--- src/hw/_end_unused.sv ---
// Holds no logic

--- src/hw/svo_pkg.sv ---
// Package: register map, reset values, timing constants and state structs
package svo_pkg;

  // ----------------------------------------------------------------
  // Register byte addresses
  // ----------------------------------------------------------------
  localparam logic [7:0] ADDR_VOUT_LO = 8'h06;
  localparam logic [7:0] ADDR_VOUT_HI = 8'h07;
  localparam logic [7:0] ADDR_PROT_LO = 8'h3E;

  // ----------------------------------------------------------------
  // Field positions and reset values
  // ----------------------------------------------------------------
  localparam int FRS_BIT = 0;
  localparam int FOLLOW_BIT = 1;
  localparam int TH_LSB_BIT = 2;
  localparam int VOUT_LSB_BIT = 2;
  localparam logic [7:0] PROT_RST_1S = 8'h04;
  localparam logic [7:0] PROT_MULTI_BITS = 8'h68;
  localparam logic [15:0] VOUT_RST = 16'h09C4;
  localparam logic [7:0] RDATA_RST = 8'h00;

  // ----------------------------------------------------------------
  // Scaling
  // ----------------------------------------------------------------
  localparam int TH_OFFSET_MV = 3200;
  localparam int TH_LSB_MV = 100;
  localparam logic [5:0] TH_1S_MAX_CODE = 6'h07;
  localparam int VOUT_LSB_MV = 8;
  localparam int VOUT_MIN_MV = 3000;
  localparam int VOUT_MAX_MV = 24000;
  localparam logic [11:0] VOUT_MIN_CODE = 12'(VOUT_MIN_MV / VOUT_LSB_MV);
  localparam logic [11:0] VOUT_MAX_CODE = 12'(VOUT_MAX_MV / VOUT_LSB_MV);

  // ----------------------------------------------------------------
  // Timing at 100 MHz
  // ----------------------------------------------------------------
  localparam int CLK_MHZ = 100;
  localparam int DEGLITCH_US = 5;
  localparam int DEGLITCH_CYC = DEGLITCH_US * CLK_MHZ;
  localparam int FRS_OFF_US = 200;
  localparam int FRS_OFF_CYC = FRS_OFF_US * CLK_MHZ;
  localparam int CNT_W = 16;

  // ----------------------------------------------------------------
  // Carriers and state
  // ----------------------------------------------------------------
  typedef struct packed {
    logic wr;
    logic rd;
    logic [7:0] addr;
    logic [7:0] wdata;
  } svo_req_s;

  typedef struct packed {
    logic [CNT_W-1:0] cnt;
    logic filt;
  } svo_filt_s;

  typedef struct packed {
    logic [7:0] prot;
    logic [15:0] vout;
    logic strap_done;
    logic [CNT_W-1:0] frs_cnt;
    logic stage_off;
    logic [7:0] rdata;
    logic [15:0] thresh_mv;
    logic [15:0] setpoint_mv;
  } svo_state_s;

endpackage

--- src/hw/svo_regs.sv ---
// System undervoltage protection byte and source-mode output voltage register
// ----------------------------------------------------------------
// Summary of operation
// - Threshold code in bits 7:2, 100 mV steps
// - Reset threshold from cell-count strap
// - Follow flag selects first threshold instead
// - Bit 0 enables fast swap, resets off
// - Enable rise turns power stage off 200 us
// - High impedance forces fast swap bit zero
// - Setpoint code in bits 13:2, 8 mV steps
// - Setpoint clamped between 3 V and 24 V
// - Out-of-range setpoint writes are ignored
// - Bits 15:14 zero; writing one is invalid
// - Setpoint register resets to 0x09C4
// - Threshold adds 3.2 V; flag rail below
// - Rail comparison deglitched for 5 us
// - Single cell saturates threshold at 3.9 V
// ----------------------------------------------------------------
`timescale 1ns/1ns
module svo_regs #(
  parameter int FRS_OFF_CYCLES = svo_pkg::FRS_OFF_CYC,
  parameter int DEGLITCH_CYCLES = svo_pkg::DEGLITCH_CYC
) (
  input wire logic clk,
  input wire logic rst_b,
  input wire svo_pkg::svo_req_s reg_req,
  output logic [7:0] reg_rdata_q,
  input wire logic multi_cell,
  input wire logic high_impedance_enable,
  input wire logic [5:0] sys_rail_first_threshold,
  input wire logic [15:0] sys_rail_mv,
  output logic [15:0] sys_rail_second_threshold_mv_q,
  output logic sys_rail_low_flag_q,
  output logic fast_swap_enable_q,
  output logic power_stage_off_q,
  output logic [15:0] source_setpoint_mv_q
);

  svo_pkg::svo_state_s s_q;
  svo_pkg::svo_state_s s_d;

  logic [15:0] vout_cand;
  logic [11:0] vout_code;
  logic [11:0] vout_eff;
  logic [5:0] th_code;
  logic rail_below;

  // ----------------------------------------------------------------
  // Next state
  // ----------------------------------------------------------------
  always_comb
  begin
    s_d = s_q;
    vout_cand = s_q.vout;
    vout_code = '0;
    vout_eff = '0;
    th_code = '0;

    // Strap is caught on the first edge after reset release
    if (!s_q.strap_done)
    begin
      s_d.strap_done = 1'b1;
      if (multi_cell)
      begin
        s_d.prot = s_q.prot | svo_pkg::PROT_MULTI_BITS;
      end
    end

    // Register writes
    if (reg_req.wr)
    begin
      unique case (reg_req.addr)
        svo_pkg::ADDR_PROT_LO:
        begin
          s_d.prot = reg_req.wdata;
        end
        svo_pkg::ADDR_VOUT_LO:
        begin
          vout_cand = {s_q.vout[15:8], reg_req.wdata};
        end
        svo_pkg::ADDR_VOUT_HI:
        begin
          vout_cand = {reg_req.wdata, s_q.vout[7:0]};
        end
        default:
        begin
          vout_cand = s_q.vout;
        end
      endcase
    end
    // Low two bits carry no value and always read zero
    vout_cand[1:0] = 2'h0;
    vout_code = vout_cand[13:svo_pkg::VOUT_LSB_BIT];
    // Judge the whole 16-bit candidate so a byte write never half-applies
    if (vout_cand[15:14] == 2'h0
        && vout_code >= svo_pkg::VOUT_MIN_CODE
        && vout_code <= svo_pkg::VOUT_MAX_CODE)
    begin
      s_d.vout = vout_cand;
    end

    // High impedance wins over fast swap
    if (high_impedance_enable)
    begin
      s_d.prot[svo_pkg::FRS_BIT] = 1'b0;
    end

    // Power stage blanking on enable rise
    if (s_d.prot[svo_pkg::FRS_BIT] && !s_q.prot[svo_pkg::FRS_BIT])
    begin
      s_d.stage_off = 1'b1;
      s_d.frs_cnt = '0;
    end
    else if (s_q.stage_off)
    begin
      if (s_q.frs_cnt == svo_pkg::CNT_W'(FRS_OFF_CYCLES - 1))
      begin
        s_d.stage_off = 1'b0;
      end
      else
      begin
        s_d.frs_cnt = s_q.frs_cnt + svo_pkg::CNT_W'(1);
      end
    end

    // Effective undervoltage threshold
    if (s_d.prot[svo_pkg::FOLLOW_BIT])
    begin
      th_code = sys_rail_first_threshold;
    end
    else
    begin
      th_code = s_d.prot[7:svo_pkg::TH_LSB_BIT];
    end
    if (!multi_cell && th_code > svo_pkg::TH_1S_MAX_CODE)
    begin
      th_code = svo_pkg::TH_1S_MAX_CODE;
    end
    s_d.thresh_mv = 16'(svo_pkg::TH_OFFSET_MV)
      + 16'(th_code) * 16'(svo_pkg::TH_LSB_MV);

    // Clamp kept as a guard even though stored codes are already in range
    vout_eff = s_d.vout[13:svo_pkg::VOUT_LSB_BIT];
    if (vout_eff < svo_pkg::VOUT_MIN_CODE)
    begin
      vout_eff = svo_pkg::VOUT_MIN_CODE;
    end
    else if (vout_eff > svo_pkg::VOUT_MAX_CODE)
    begin
      vout_eff = svo_pkg::VOUT_MAX_CODE;
    end
    s_d.setpoint_mv = 16'(vout_eff) * 16'(svo_pkg::VOUT_LSB_MV);

    // Read data, one cycle after the strobe
    if (reg_req.rd)
    begin
      unique case (reg_req.addr)
        svo_pkg::ADDR_PROT_LO:
        begin
          s_d.rdata = s_q.prot;
        end
        svo_pkg::ADDR_VOUT_LO:
        begin
          s_d.rdata = s_q.vout[7:0];
        end
        svo_pkg::ADDR_VOUT_HI:
        begin
          s_d.rdata = s_q.vout[15:8];
        end
        default:
        begin
          s_d.rdata = 8'h00;
        end
      endcase
    end
  end

  // ----------------------------------------------------------------
  // State register
  // ----------------------------------------------------------------
  always_ff @(posedge clk or negedge rst_b)
  begin
    if (!rst_b)
    begin
      s_q.prot <= svo_pkg::PROT_RST_1S;
      s_q.vout <= svo_pkg::VOUT_RST;
      s_q.strap_done <= 1'b0;
      s_q.frs_cnt <= '0;
      s_q.stage_off <= 1'b0;
      s_q.rdata <= svo_pkg::RDATA_RST;
      s_q.thresh_mv <= 16'(svo_pkg::TH_OFFSET_MV + svo_pkg::TH_LSB_MV);
      s_q.setpoint_mv <= 16'(32'(svo_pkg::VOUT_RST[13:2]) * svo_pkg::VOUT_LSB_MV);
    end
    else
    begin
      s_q <= s_d;
    end
  end

  // ----------------------------------------------------------------
  // Rail comparison and deglitch
  // ----------------------------------------------------------------
  assign rail_below = sys_rail_mv < s_q.thresh_mv;

  svo_deglitch #(
    .CYCLES(DEGLITCH_CYCLES)
  ) u_deglitch (
    .clk(clk),
    .rst_b(rst_b),
    .raw(rail_below),
    .filt_q(sys_rail_low_flag_q)
  );

  // ----------------------------------------------------------------
  // Outputs
  // ----------------------------------------------------------------
  assign reg_rdata_q = s_q.rdata;
  assign sys_rail_second_threshold_mv_q = s_q.thresh_mv;
  assign fast_swap_enable_q = s_q.prot[svo_pkg::FRS_BIT];
  assign power_stage_off_q = s_q.stage_off;
  assign source_setpoint_mv_q = s_q.setpoint_mv;

endmodule

--- src/hw/svo_deglitch.sv ---
// Deglitch filter: output rises only after the input held high for CYCLES clocks
`timescale 1ns/1ns
module svo_deglitch #(
  parameter int CYCLES = svo_pkg::DEGLITCH_CYC
) (
  input wire logic clk,
  input wire logic rst_b,
  input wire logic raw,
  output logic filt_q
);

  svo_pkg::svo_filt_s s_q;
  svo_pkg::svo_filt_s s_d;

  // ----------------------------------------------------------------
  // Filter
  // ----------------------------------------------------------------
  // Release is immediate so a recovered rail is reported without delay
  always_comb
  begin
    s_d = s_q;
    if (!raw)
    begin
      s_d.cnt = '0;
      s_d.filt = 1'b0;
    end
    else if (s_q.cnt == svo_pkg::CNT_W'(CYCLES - 1))
    begin
      s_d.filt = 1'b1;
    end
    else
    begin
      s_d.cnt = s_q.cnt + svo_pkg::CNT_W'(1);
    end
  end

  always_ff @(posedge clk or negedge rst_b)
  begin
    if (!rst_b)
    begin
      s_q <= '0;
    end
    else
    begin
      s_q <= s_d;
    end
  end

  assign filt_q = s_q.filt;

endmodule

--- config.mk ---
export PLATFORM = sky130hd
export DESIGN_NAME = svo_regs
export DESIGN_NICKNAME = d
export VERILOG_FILES = /design/src/hw/_end_unused.sv /design/src/hw/svo_pkg.sv /design/src/hw/svo_regs.sv /design/src/hw/svo_deglitch.sv
export SDC_FILE = /design/constraint.sdc
export NUM_CORES = 1
export LEC_CHECK = 0
export BUFFER_PORTS_ARGS = -buffer_cell sky130_fd_sc_hd__buf_2
export CORE_AREA = 2 2 102 104
export DETAILED_ROUTE_END_ITERATION = 10
export DIE_AREA = 0 0 104 106
export PLACE_DENSITY = 0.77
export SKIP_CTS_REPAIR_TIMING = 1
export SLEW_MARGIN = 20
export SYNTH_ARGS = -nofsm -noshare
export SYNTH_HDL_FRONTEND = slang
export SYNTH_HIERARCHICAL = 1
export SYNTH_SLANG_ARGS = --single-unit
--- constraint.sdc ---
create_clock -name clk -period 10 [get_ports clk]
set_input_delay 1.5 -clock clk [delete_from_list [all_inputs] [get_ports clk]]
set_output_delay 1.5 -clock clk [all_outputs]
set_load 0.02 [all_outputs]
### Word level (Yosys, flattened, before mapping)

Index checks and enable logic that the tools add are counted.

* equal/unequal tests: 8
* multiply operators: 1
* muxes and demuxes: 20
* reductions and logical operators: 9
* order comparisons: 6
* add/subtract/negate cells: 3

Operators with widths (count)
* $mux 17: 3
* $mux 16: 3
* $add 16x1->16 const B: 2
* $pmux 16 s2: 1
* $mux 12: 2
* $pmux 8 s3: 1
* $eq 16x15->1 const B: 1
* $eq 16x9->1 const B: 1
* $eq 8x3->1 const B: 2
* $lt 16x14->1: 1
* $mux 8: 2
* $add 12x13->14 const A: 1
* $mux 14: 1
* $mux 7: 2
* $ge 12x9->1 const B: 1
* $gt 12x12->1 const B: 1
* $le 12x12->1 const B: 1
* $lt 12x9->1 const B: 1
* $mux 6: 2
* $mul 6x5->11 const B: 1
* $eq 8x6->1 const B: 1
* $gt 6x3->1 const B: 1
* $ne 2x2->1 const B: 3
* $logic_and 1x1->1: 4
* 5 further kinds: 8

* bits of input ports: 44
* bits in registers: 91
* output and inout bits: 43

### Longest topological paths before layout

* depth after elaboration: 10
* gate-level depth with buffers: 19
* mapped depth without buffers: 18

### By module

Netlist, hierarchy kept.

By module, submodules not included
* svo_regs: times used 1, area each 4419.2 sq um, cells each 430
* svo_deglitch: times used 1, area each 908.4 sq um, cells each 83

### Least setup slack after synthesis

OpenSTA, ideal clock, no wires.

* kind: input -> register
* start point: in reg_req[14] (netlist bit)
* end point: reg s_q (netlist bit sys_rail_second_threshold_mv_q[12])
* arrival time: 5645 ps
* setup slack: 4275 ps
* data required time: 9920 ps
* cell stages on the path: 18
* cells stage by stage: nand4bb_2 nor4_1 mux2_2 buf_2 mux2i_1 a31oi_1 a211o_1 ha_1 ha_1 ha_1 ha_1 a21o_1 a21oi_1 o21bai_1 a21oi_1 xnor2_1 nor3_1 xnor2_1

RTL lines
* start, declared: RTL line svo_regs.sv:26 `input wire svo_pkg::svo_req_s reg_req,`
* end, declared: RTL line svo_regs.sv:39 `svo_pkg::svo_state_s s_q;`

==> results.cfg <==
[logic_synthesis]
yosysTopAreaCell = dfrtp_1
synth_cells = 513
ys_ff_latch = 89
synth.most_common_cell = dfrtp_1
synth.distinct_cells = 61
synthArstFlopShare = 1.00
synth_area_per_cell_sq_um = 10.4
ys.flop_type = dfrtp_1
syn_area_sq_mm = 0.00533
yosys-top-cells-count = 72 x dfrtp_1, 41 x nor2_1, 40 x buf_4
synth-edff-count = 0
synth_top_area_frac = 0.338
yosysWarningCount = 6
synth_area_leaders = dfrtp_1 34%, ha_1 8.5%, dfstp_2 8.4%, buf_4 5.6%, mux2i_1 4.3%
ys_seq_area_frac = 0.422

[routing]
vias = 3815
drc = 0
dr.pass1.iters = 4
ant_nets = 0
drt-initial-drc-count = 163
vias_per_cell = 5.44
drt_wl_total_mm = 10.5
drt-wirelength-per-cell_um = 15.0

[floorplanning]
start_util = 0.533
pin_count = 87
coreArea_sq_mm = 0.0100
num_rows = 37
die_w_um = 104
die-area_sq_mm = 0.0110
dieHeight_um = 106

[sta]
relSlewSlack = 0.403
rsz0062_at_grt = no
min_period_over_period = 0.591
max_freq_mhz = 169
finalHoldViolCount = 0
finalSetupViolCount = 0
fin_skew_ns = 0.0100
slew_violations = 0
worst_pin_slew_ns = 0.888
fin_setup_tns_ns = 0
period_minus_slack_ns = 5.91

[grt]
grt_pass1_wl_mm = 17.7
grt_max_degree = 50
grt_pass1_vias = 3745
antenna_found_initial = 0
grt_use_total = 0.199
grt_overflow_total = 0

[cts]
cts_sinks = 89
path_clk_slew_ns = 0.09
htreeDepth = 3
cts_tree = built
cts.path.max_buffers = 2
clock_latency_ns = 0.36
ctsRootBufferMaster = clkbuf_8
numCtsBuffers = 9

[critical_path]
crit_type = in -> reg
r2r_slack_ns = 5.98
worstPathArrival_ns = 6.19
slowest_stage = mux2_2
worstPathMaxFanout = 12
cp.required_ns = 10.28
cp_cell_sequence = buf_2 > nand4bb_2 > nor4_2 > buf_4 > mux2_2 > mux2i_1 > a31oi_1 > a211o_1 > ha_1 > ha_1 > ha_1 > ha_1 > a21o_1 > a21oi_1 > o21bai_1 > a21oi_1 > xnor2_1 > nor3_1 > xnor2_1
slowest_delay_ns = 0.45
worst_setup_path_start_kind = primary input
end_kind = register
cp_common_cell = ha_1

[job]
cap_violations = 0

[layout]
fill_cells = 883
area_growth_pct = 9.61
stdcell_count = 701
seqCellArea_sq_mm = 0.00225
drive_gt1_frac = 0.255
n_antenna_cell = 0
multiInputGateArea_sq_mm = 0.00269
fin_nets = 641

[run_status]
status = completed

[pwr]
p_per_area_mw_per_mm2 = 154
peakVddDrop_mv = 0.0769
p_leak_nw = 2.84

[placement]
gp_congestion = 0.856
dp.cells = 685
place.port_buffers = 76
hpwl_mm = 7.95

[hold_path]
worstHoldPathType = reg -> reg
-- worst paths after layout --
kind	end	from	cells past startpoint
worst max-delay path	sys_rail_second_threshold_mv_q[12]	reg_req[14]	19
worst min-delay path	reg_rdata_q[2]	reg_rdata_q[2]	2
worst min register to register	reg_rdata_q[2]	reg_rdata_q[2]	2
min in group asynchronous	u_deglitch/s_q[2]	rst_b	1
max in group asynchronous	u_deglitch/s_q[13]	rst_b	2
worst max register to register	sys_rail_second_threshold_mv_q[12]	s_q[75]	15
-- routing by layer --
layer  wire length [um]  GRT usage
met5                  0          0
met4                266     0.0965
met3                351     0.0227
met2               5210      0.342
met1               4660      0.253
-- cell usage in the layout (no fill, tap or decap), types with 10 or more instances in the layout --
| master | count |
|---|---|
| a21oi_1 | 25 |
| and2_1 | 10 |
| buf_2 | 75 |
| dfrtp_1 | 72 |
| dfstp_2 | 17 |
| ha_1 | 36 |
| inv_1 | 23 |
| mux2_2 | 16 |
| mux2i_1 | 23 |
| nand2_1 | 27 |
| nand2b_1 | 11 |
| nand3_1 | 13 |
| nor2_1 | 41 |
| nor2b_1 | 10 |
| xnor2_1 | 15 |
| xor2_1 | 18 |
-- flip-flops by register name, indices dropped and copies added (netlist names) --
name / flops
s_q: 38
u_deglitch/s_q: 16
source_setpoint_mv_q: 12
sys_rail_second_threshold_mv_q: 12
reg_rdata_q: 8
fast_swap_enable_q: 1
power_stage_off_q: 1
u_deglitch/filt_q: 1
-- cell families after synthesis --
logic type	Yosys count	synth area share
buffers and inverters	73	0.0801
AND/OR/NAND/NOR	166	0.181
AO/OA/AOI/OAI	73	0.0932
XOR/XNOR	33	0.0543
flip-flops	89	0.422
other	2	0.00141
multiplexers	40	0.0798
adder cells (fa/ha/maj)	37	0.0883
-- where the power goes --
| part | switching [mW] | total, mW | internal, mW |
|---|---|---|---|
| sequential | 0.0241 | 0.419 | 0.395 |
| combinational | 0.108 | 0.183 | 0.0755 |
| clock | 0.129 | 0.296 | 0.167 |
-- area by class of cell --
| cell class | instances | share of cell area |
|---|---|---|
| timing repair buffer | 79 | 0.0694 |
| multi-input combinational | 358 | 0.460 |
| sequential | 89 | 0.385 |
| inverter | 23 | 0.0148 |
| clock buffer | 10 | 0.0219 |
| clock inverter | 6 | 0.0199 |
| tap | 136 | 0.0291 |
-- worst max-delay path: cells and delay by family --
kind | cells | cell delay (ns)
adder cells (fa/ha/maj) | 4 | 1.25
AO/OA/AOI/OAI | 6 | 1.16
AND/OR/NAND/NOR | 3 | 0.97
multiplexers | 2 | 0.68
buffers and inverters | 2 | 0.33
XOR/XNOR | 2 | 0.28
-- through the flow --
| stage | hold slack, ns | setup slack, ns | instance area [sq um] | total power [mW] | util |
|---|---|---|---|---|---|
| after floorplan | 0.477 | 4.27 | 5350 | 0.572 | - |
| after global placement | 0.499 | 3.97 | 5600 | 0.600 | 0.560 |
| after detailed placement | 0.506 | 3.69 | 5600 | 0.610 | 0.560 |
| after CTS | 0.528 | 4.07 | 5840 | 0.908 | 0.584 |
| after global routing | 0.556 | 3.73 | 5840 | 0.944 | 0.584 |
| final | 0.530 | 4.09 | 5840 | 0.899 | 0.584 |
(Power assumes the default switching activity.)
